$ cat config.mk
export PLATFORM = sky130hd
export DESIGN_NAME = scp_prescaler
export DESIGN_NICKNAME = d
export VERILOG_FILES = /design/src/design/scp_pkg.sv /design/src/design/scp_prescaler.sv
export SDC_FILE = /design/constraint.sdc
export NUM_CORES = 1
export LEC_CHECK = 0
export ABC_AREA = 1
export BUFFER_PORTS_ARGS = -buffer_cell sky130_fd_sc_hd__buf_2
export CAP_MARGIN = 10
export CELL_PAD_IN_SITES_DETAIL_PLACEMENT = 1
export CELL_PAD_IN_SITES_GLOBAL_PLACEMENT = 2
export CORE_MARGIN = 2
export CORE_UTILIZATION = 26
export DETAILED_ROUTE_END_ITERATION = 10
export GPL_TIMING_DRIVEN = 0
export PLACE_DENSITY_LB_ADDON = 0.3
export SLEW_MARGIN = 5
export SYNTH_ARGS = -nofsm -noshare
export SYNTH_HDL_FRONTEND = slang
export SYNTH_SLANG_ARGS = --single-unit
$ cat constraint.sdc
create_clock -name clk_in -period 1.7 [get_ports clk_in]
set_input_delay 0.17 -clock clk_in [delete_from_list [all_inputs] [get_ports clk_in]]
set_output_delay 0.17 -clock clk_in [all_outputs]
set_load 0.05 [all_outputs]
$ cat src/design/scp_pkg.sv
`default_nettype none
package scp_pkg;
    // Register byte addresses on the Wishbone bus (printed offsets not all /4)
    localparam logic [7:0] PRESCALE_IDX   = 8'h61;
    localparam logic [7:0] TRIM_IDX       = 8'h66;
    localparam logic [7:0] TIMER_CTRL_IDX = 8'h68;
    localparam logic [7:0] STATUS_IDX     = 8'h69;
    localparam logic [9:0] PRESCALE_ADDR  = {PRESCALE_IDX, 2'b00};
    localparam logic [9:0] TRIM_ADDR      = {TRIM_IDX, 2'b00};
    localparam logic [9:0] TIMER_CTRL_ADDR = {TIMER_CTRL_IDX, 2'b00};
    localparam logic [9:0] STATUS_ADDR    = {STATUS_IDX, 2'b00};
    // Field positions
    localparam int CHANGE_EN_BIT   = 7;
    localparam int EXT_CLK_BIT     = 0;
    localparam int TIMER_OSC_BIT   = 1;
    // Reset values and largest code of the select field
    localparam logic [3:0] SEL_RESET_UNPROG = 4'h0;
    localparam logic [3:0] SEL_RESET_DIV8   = 4'h3;
    localparam logic [3:0] SEL_MAX          = 4'h8;
    // Unlock window length in cycles
    localparam logic [2:0] UNLOCK_CYCLES    = 3'h4;
    // Unmapped reads return zero
    localparam logic [31:0] READ_UNMAPPED   = 32'h0000_0000;

    // Clock enables toward the four clock domains
    typedef struct packed {
        logic io_en;
        logic adc_en;
        logic core_en;
        logic flash_en;
    } scp_domain_s;

    typedef enum logic [2:0] {
        ST_RUN   = 3'b001,
        ST_WAIT1 = 3'b010,
        ST_WAIT2 = 3'b100
    } scp_switch_e;
endpackage : scp_pkg
`default_nettype wire

$ cat src/design/scp_prescaler.sv
// Operation
// Software keeps system clock at least four times the timer oscillator.
// Timer oscillator usable only while internal RC oscillator is selected.
// External clock bit lets the timer input pin take an external clock.
// Clock output fuse drives system clock on output pin, even in reset; the pin here carries clk_div_reg, held low in reset.
// With division active the output pin carries the divided clock.
// Divided clock gates I/O, converter, core and memory domains alike.
// Division changes produce no glitch and no faster intermediate rate.
// Prescaler counter runs at source rate and is not software readable.
// New rate starts after two edges, between T1+T2 and T1+2*T2.
// Software writes 0x80, then select with enable clear within four cycles.
// Change enable is set only by a write with all other bits zero.
// Change enable clears after four cycles or on select write.
// Rewriting change enable in its window neither restarts nor clears it.
// Reset loads select 0000, or 0011 when divide-by-eight fuse programmed.
// Any select value may be written regardless of the fuse.
// Select code n divides by 2**n for codes up to 1000.
// Reset loads the factory calibration value into the trim register.
// Top trim bit picks low or high range; the ranges overlap.
// Lower seven trim bits tune frequency monotonically in range.
// Software keeps trim at or below 8.8MHz during memory writes.
// Software disables interrupts during the two-write change sequence.
// Unused prescaler bits read zero; reserved select codes undefined.
//
// Local design decision: the Wishbone interface to the registers.
`default_nettype none
module scp_prescaler #(
    parameter logic [7:0] FACTORY_TRIM = 8'h80, // Arbitrary calibration value
    parameter int         CNT_W        = 8
) (
    input  wire logic               clk_in,
    input  wire logic               resetn_in,
    // Classic Wishbone slave
    input  wire logic               wb_cyc_in,
    input  wire logic               wb_stb_in,
    input  wire logic               wb_we_in,
    input  wire logic [9:0]         wb_adr_in,
    input  wire logic [3:0]         wb_sel_in,
    input  wire logic [31:0]        wb_dat_in,
    output logic      [31:0]        wb_dat_out,
    output logic                    wb_ack_out,
    // Fuses and clock-source status (static pins)
    input  wire logic               div8_fuse_in,
    input  wire logic               clock_output_fuse_in,
    input  wire logic               rc_osc_selected_in,
    // Clock enables for the four domains
    output scp_pkg::scp_domain_s    domain_en_out,
    // Clock output pin: data and enable (enable low drives)
    output logic                    clock_output_pin_out,
    output logic                    clock_output_oe_n_out,
    // Trim word toward the RC oscillator
    output logic      [7:0]         rc_trim_out,
    // Timer oscillator pin control
    output logic                    timer_osc_enable_out,
    output logic                    timer_ext_clock_enable_out
);
    import scp_pkg::*;

    // Reset release through two flip-flops
    logic rst_meta_reg;
    logic rst_sync_reg;
    always_ff @(posedge clk_in or negedge resetn_in)
    begin
        if (!resetn_in)
        begin
            rst_meta_reg <= 1'b0;
            rst_sync_reg <= 1'b0;
        end
        else
        begin
            rst_meta_reg <= 1'b1;
            rst_sync_reg <= rst_meta_reg;
        end
    end
    wire logic rstn = rst_sync_reg;

    // Fuse and status pin synchronisers
    // No reset here: the fuses must be valid while reset is still held,
    // so the select load and the clock pin see them at release
    logic [2:0] pin_meta_reg;
    logic [2:0] pin_sync_reg;
    always_ff @(posedge clk_in)
    begin
        pin_meta_reg <= {rc_osc_selected_in, clock_output_fuse_in,
                         div8_fuse_in};
        pin_sync_reg <= pin_meta_reg;
    end
    wire logic div8_fuse  = pin_sync_reg[0];
    wire logic clock_output_fuse_fuse = pin_sync_reg[1];
    wire logic rc_sel     = pin_sync_reg[2];

    // Bus decode
    wire logic req       = wb_cyc_in & wb_stb_in & ~wb_ack_out;
    wire logic wr_lane0  = req & wb_we_in & wb_sel_in[0];
    wire logic hit_pre   = (wb_adr_in == PRESCALE_ADDR);
    wire logic hit_trim  = (wb_adr_in == TRIM_ADDR);
    wire logic hit_tctl  = (wb_adr_in == TIMER_CTRL_ADDR);
    wire logic hit_stat  = (wb_adr_in == STATUS_ADDR);
    wire logic [7:0] wb_byte = wb_dat_in[7:0];
    wire logic wr_pre    = wr_lane0 & hit_pre;
    wire logic wr_trim   = wr_lane0 & hit_trim;
    wire logic wr_tctl   = wr_lane0 & hit_tctl;
    wire logic unlock_wr = wr_pre & (wb_byte == 8'h80);
    wire logic sel_wr    = wr_pre & ~wb_byte[CHANGE_EN_BIT];

    // Change-enable window and select register
    logic       change_en_reg;
    logic [2:0] win_cnt_reg;
    logic [3:0] sel_reg;
    logic       sel_loaded_reg;
    wire logic  win_done  = (win_cnt_reg == UNLOCK_CYCLES - 3'h1);
    wire logic  accept_sel = change_en_reg & sel_wr;
    always_ff @(posedge clk_in or negedge rstn)
    begin
        if (!rstn)
        begin
            change_en_reg <= 1'b0;
            win_cnt_reg   <= 3'h0;
        end
        else if (change_en_reg)
        begin
            // Rewrite of 0x80 is ignored here: window keeps running
            if (accept_sel || win_done)
                change_en_reg <= 1'b0;
            win_cnt_reg <= win_cnt_reg + 3'h1;
        end
        else if (unlock_wr)
        begin
            change_en_reg <= 1'b1;
            win_cnt_reg   <= 3'h0;
        end
    end

    // Select loads from the fuse once after reset release, then software
    always_ff @(posedge clk_in or negedge rstn)
    begin
        if (!rstn)
        begin
            sel_reg        <= SEL_RESET_UNPROG;
            sel_loaded_reg <= 1'b0;
        end
        else if (!sel_loaded_reg)
        begin
            sel_loaded_reg <= 1'b1;
            sel_reg <= div8_fuse ? SEL_RESET_DIV8 : SEL_RESET_UNPROG;
        end
        else if (accept_sel)
            sel_reg <= wb_byte[3:0];
    end

    // Trim register: factory value at reset, software may overwrite
    logic [7:0] trim_reg;
    always_ff @(posedge clk_in or negedge rstn)
    begin
        if (!rstn)
            trim_reg <= FACTORY_TRIM;
        else if (wr_trim)
            trim_reg <= wb_byte;
    end

    // Timer oscillator control: bit0 external clock, bit1 oscillator on
    logic [1:0] tctl_reg;
    always_ff @(posedge clk_in or negedge rstn)
    begin
        if (!rstn)
            tctl_reg <= 2'h0;
        else if (wr_tctl)
            tctl_reg <= {wb_byte[TIMER_OSC_BIT], wb_byte[EXT_CLK_BIT]};
    end

    // Glitch-free switch: apply new select only at a divided-clock edge
    logic [CNT_W-1:0] cnt_reg;
    logic [3:0]       act_sel_reg;
    scp_switch_e      sw_reg;
    // Reserved codes saturate to the largest division
    wire logic [3:0] act_clamp = (act_sel_reg > SEL_MAX) ? SEL_MAX
                                                         : act_sel_reg;
    wire logic [CNT_W:0] full = (CNT_W+1)'(1) << act_clamp;
    wire logic [CNT_W:0] cnt_ext = {1'b0, cnt_reg};
    wire logic tick = (cnt_ext == full - (CNT_W+1)'(1));
    always_ff @(posedge clk_in or negedge rstn)
    begin
        if (!rstn)
            cnt_reg <= '0;
        else if (tick)
            cnt_reg <= '0;
        else
            cnt_reg <= cnt_reg + CNT_W'(1);
    end

    // Apply the new select at the end of the old period, then wait out one new period
    always_ff @(posedge clk_in or negedge rstn)
    begin
        if (!rstn)
        begin
            sw_reg      <= ST_RUN;
            act_sel_reg <= SEL_RESET_UNPROG;
        end
        else
        begin
            case (sw_reg)
                ST_RUN:
                    if (sel_reg != act_sel_reg)
                        sw_reg <= ST_WAIT1;
                ST_WAIT1:
                    if (tick)
                    begin
                        act_sel_reg <= sel_reg;
                        sw_reg      <= ST_WAIT2;
                    end
                ST_WAIT2:
                    if (tick)
                        sw_reg <= ST_RUN;
                default:
                    sw_reg <= ST_RUN;
            endcase
        end
    end

    // Domain enables and divided clock toggle for the output pin
    logic clk_div_reg;
    always_ff @(posedge clk_in or negedge rstn)
    begin
        if (!rstn)
        begin
            domain_en_out <= '0;
            clk_div_reg   <= 1'b0;
        end
        else
        begin
            domain_en_out <= '{io_en: tick, adc_en: tick,
                               core_en: tick, flash_en: tick};
            if (tick)
                clk_div_reg <= ~clk_div_reg;
        end
    end

    // Clock output pin; no reset, so the fuse keeps the pin driven in reset
    always_ff @(posedge clk_in)
    begin
        clock_output_pin_out  <= clk_div_reg;
        clock_output_oe_n_out <= ~clock_output_fuse_fuse;
    end

    // Timer pins follow control only while RC oscillator is the source
    always_ff @(posedge clk_in or negedge rstn)
    begin
        if (!rstn)
        begin
            timer_osc_enable_out       <= 1'b0;
            timer_ext_clock_enable_out <= 1'b0;
            rc_trim_out                <= FACTORY_TRIM;
        end
        else
        begin
            timer_osc_enable_out       <= tctl_reg[1] & rc_sel;
            timer_ext_clock_enable_out <= tctl_reg[0] & rc_sel;
            rc_trim_out                <= trim_reg;
        end
    end

    // Read data mux; unused bits 6:4 read zero
    wire logic [7:0] pre_rd  = {change_en_reg, 3'h0, sel_reg};
    wire logic [7:0] stat_rd = {4'h0, act_sel_reg != sel_reg,
                                rc_sel, clock_output_fuse_fuse, div8_fuse};
    wire logic [7:0] rd_byte = hit_pre  ? pre_rd :
                               hit_trim ? trim_reg :
                               hit_tctl ? {6'h0, tctl_reg} :
                               hit_stat ? stat_rd : 8'h00;
    always_ff @(posedge clk_in or negedge rstn)
    begin
        if (!rstn)
        begin
            wb_ack_out <= 1'b0;
            wb_dat_out <= READ_UNMAPPED;
        end
        else
        begin
            wb_ack_out <= req;
            wb_dat_out <= req ? {24'h0, rd_byte} : READ_UNMAPPED;
        end
    end
endmodule : scp_prescaler
`default_nettype wire

==> results.json <==
{
  "cts_tree": "built",
  "final_util_pct": 35.9,
  "worstMarginPinSlew_ns": 0.566,
  "fp-row-count": 39,
  "dp_slack_ns": -0.484,
  "fin_skew_ns": 0.00678,
  "avgRoutedWirePerCell_um": 12.4,
  "min_to": "trim_reg[6]",
  "syn_avg_cell_area_um2": 8.67,
  "finalWorstSetupSlack_ns": -0.286,
  "yosysSeqAreaShare_pct": 51.8,
  "grt_max_degree": 34,
  "drt_iter0_markers": 54,
  "finalPower_mw": 3.77,
  "finalCriticalPeriod_ns": 1.99,
  "clockBufferDepth": 2,
  "cap_viol_max_count": 0,
  "vias": 2489,
  "grt_usage_pct": 12.7,
  "ys_top_cells_by_area": "dfrtp_1, nand2_1, inv_1",
  "drc": 0,
  "hpwl_um": 5530,
  "slew_headroom_pct": 62.2,
  "antenna_found_initial": 0,
  "setup.worst_path.start_class": "flip-flop",
  "grt_pass1_vias": 2608,
  "synth_flop_cell": "dfrtp_1",
  "rsz0062_at_grt": "yes",
  "synth-seq-cells": 65,
  "cp_max_fo": 5,
  "dieArea_mm2": 0.0127,
  "io_pins": 103,
  "cpPeakStageDelay_ns": 0.42,
  "synthMostInstantiatedCell": "nand2_1",
  "hold_depth": 3,
  "synth_top_area_share_pct": 44.0,
  "violations": "negative setup slack",
  "first_pass_iters": 4,
  "grt_pass1_wl_um": 12800,
  "gp_congestion": 0.770,
  "crit_path_top_delay_cell": "dfrtp_2",
  "hold_viol": 0,
  "routed_wl_um": 7420,
  "powerDensity_mw_per_mm2": 916,
  "setup_viol_count_final": 17,
  "synth_edf_count": 0,
  "fp.coreArea_mm2": 0.0115,
  "overflow": 0,
  "portBuffers": 51,
  "netlist_area_mm2": 0.00307,
  "drv_slew": 0,
  "synth_top_area_cell": "dfrtp_1",
  "routed_via_density": 4.15,
  "cp-end-kind": "flip-flop",
  "cp_data_required_time_ns": 1.91,
  "die_x_um": 113,
  "clk_latency_ns": 0.33,
  "cts-root-buf": "clkbuf_16",
  "yosysWarnings": 0,
  "antenna_cells": 0,
  "path_buf_inv": 1,
  "critPathArrivalTime_ns": 2.20,
  "ant_nets": 0,
  "clock-sinks": 65,
  "regToRegSetupSlack_ns": -0.29,
  "hp-class": "input pin to flip-flop",
  "worstSetupPathType": "flip-flop to flip-flop",
  "synth_commonest_cells": "nand2_1, inv_1, dfrtp_1",
  "worstReg2RegEnd": "clk_div_reg",
  "fmax_ghz": 0.504,
  "ys_types": 33,
  "die_h_um": 113,
  "syn_to_final_growth_pct": 34.1,
  "ir_drop_uv": 534,
  "layout-drive-gt1-share_pct": 31.9,
  "p_leak_nw": 2.22,
  "htree_num_levels": 3,
  "start_util_pct": 26.8,
  "period_share_pct": 117,
  "worstPathCellList": "nor2_4 > nand3_2 > ha_4 > nand2_2 > nand2_1 > nand2_1 > nor2_1 > nand3_1 > nor2_4 > nand3_4 > buf_6 > xnor2_2",
  "async_flop_share_pct": 87.7,
  "clk_pin_slew_ns": 0.06,
  "cpLargestDelayFamily": "simple AND/OR/NAND/NOR gates",
  "rr_worst_depth": 12,
  "hold_start": "wb_dat_in[6]",
  "worstReg2RegStart": "act_sel_reg[2]",
  "cts_inserted_buffers": 9,
  "layout.nets": 510,
  "syn_inst": 354,
  "outcome": "complete, but fails checks"
}
worst max-delay path by stage:
stage	startpoint	to	slack, ns	cells past startpoint
2_1_floorplan	act_sel_reg[3]	clk_div_reg	-0.24	12
4_1_cts	act_sel_reg[2]	clk_div_reg	-0.32	12
3_5_place_dp	act_sel_reg[3]	clk_div_reg	-0.48	13
6_report	act_sel_reg[2]	clk_div_reg	-0.29	12
5_1_grt	act_sel_reg[2]	cnt_reg[5]	-0.42	13
3_3_place_gp	rst_sync_reg	wb_ack_out	-1.01	0
layout make-up:
cell class,count,area [um^2]
clock inverter,7,76.3
fill,1333,7350
clock buffer,9,225
tap,143,179
sequential,65,1600
multi-input combinational,225,1210
buffer,30,233
inverter,58,220
timing repair buffer,63,375
cells in the final DEF, fill, tap and decap left out, types with 3 or more instances in the layout:
master	Yosys	routed
nand2_1	71	66
inv_1	56	51
buf_2	2	51
dfrtp_1	54	49
buf_4	27	33
conb_1	2	26
nand3_1	27	24
o21ai_0	24	19
nor2_1	16	15
nor3_1	13	13
a21oi_1	10	10
clkbuf_16	0	9
dfxtp_1	8	8
nand2_2	3	6
inv_2	2	6
o21ai_1	1	6
dfrtp_2	0	5
nor2_4	1	4
xor2_1	4	4
nand3b_1	4	4
dlygate4sd3_1	0	4
nand4_1	3	3
nand3_2	1	3
mux2_2	3	3
ha_1	4	3
dfstp_2	3	3
per-layer routing:
| metal | global-route usage, % | routed length [um] | vias to the layer above |
|---|---|---|---|
| li1 | - | - | 1265 |
| met1 | 15.6 | 3230 | 1171 |
| met2 | 21.8 | 3830 | 44 |
| met3 | 3.08 | 252 | 9 |
| met4 | 4.47 | 108 | 0 |
| met5 | 0 | 0 | - |
logic make-up after synthesis:
family                     Yosys count  share of synthesized area (%)
other                                2                          0.245
DFF                                 65                           51.8
adders and majority gates            4                           1.63
AOI/OAI and AO/OA                   38                           6.32
buffers and inverters               88                           14.4
muxes                                3                           1.10
xor gates and xnor gates             6                           1.96
and+or+nand+nor                    148                           22.6
worst register-to-register path, stage by stage (launching register included):
cell     delay, ns
dfrtp_2       0.42
nor2_4        0.17
nand3_2       0.11
ha_4          0.29
nand2_2       0.04
nand2_1       0.05
nand2_1       0.05
nor2_1        0.08
nand3_1       0.11
nor2_4        0.16
nand3_4       0.11
buf_6         0.15
xnor2_2       0.12
through the flow:
stage	std cells	TNS, ns	area, um^2	hold WS (ns)
final	600	-3.98	4120	0.0785
after global routing	600	-6.23	4120	0.100
after CTS	599	-4.59	4080	0.0643
after detailed placement	573	-8.82	3650	-0.0436
after global placement	572	-51.52	3630	-0.0440
after floorplan	378	-3.21	3190	-0.126
power breakdown:
group | switching (mW) | leakage [nW] | internal [mW]
Combinational | 0.209 | 1.32 | 0.0959
Sequential | 0.0284 | 0.764 | 1.57
Clock | 0.724 | 0.142 | 1.14
timing repair:
item / CTS / global route
setup endpoints to repair: 31 / 19
cloned: 1 / 0
hold buffers: 4 / 0
resized for setup: 17 / 8
endpoints found under the hold margin: 5 / 0
buffers inserted: 5 / 1
pin swaps: 8 / 0
(Power assumes the default switching activity.)
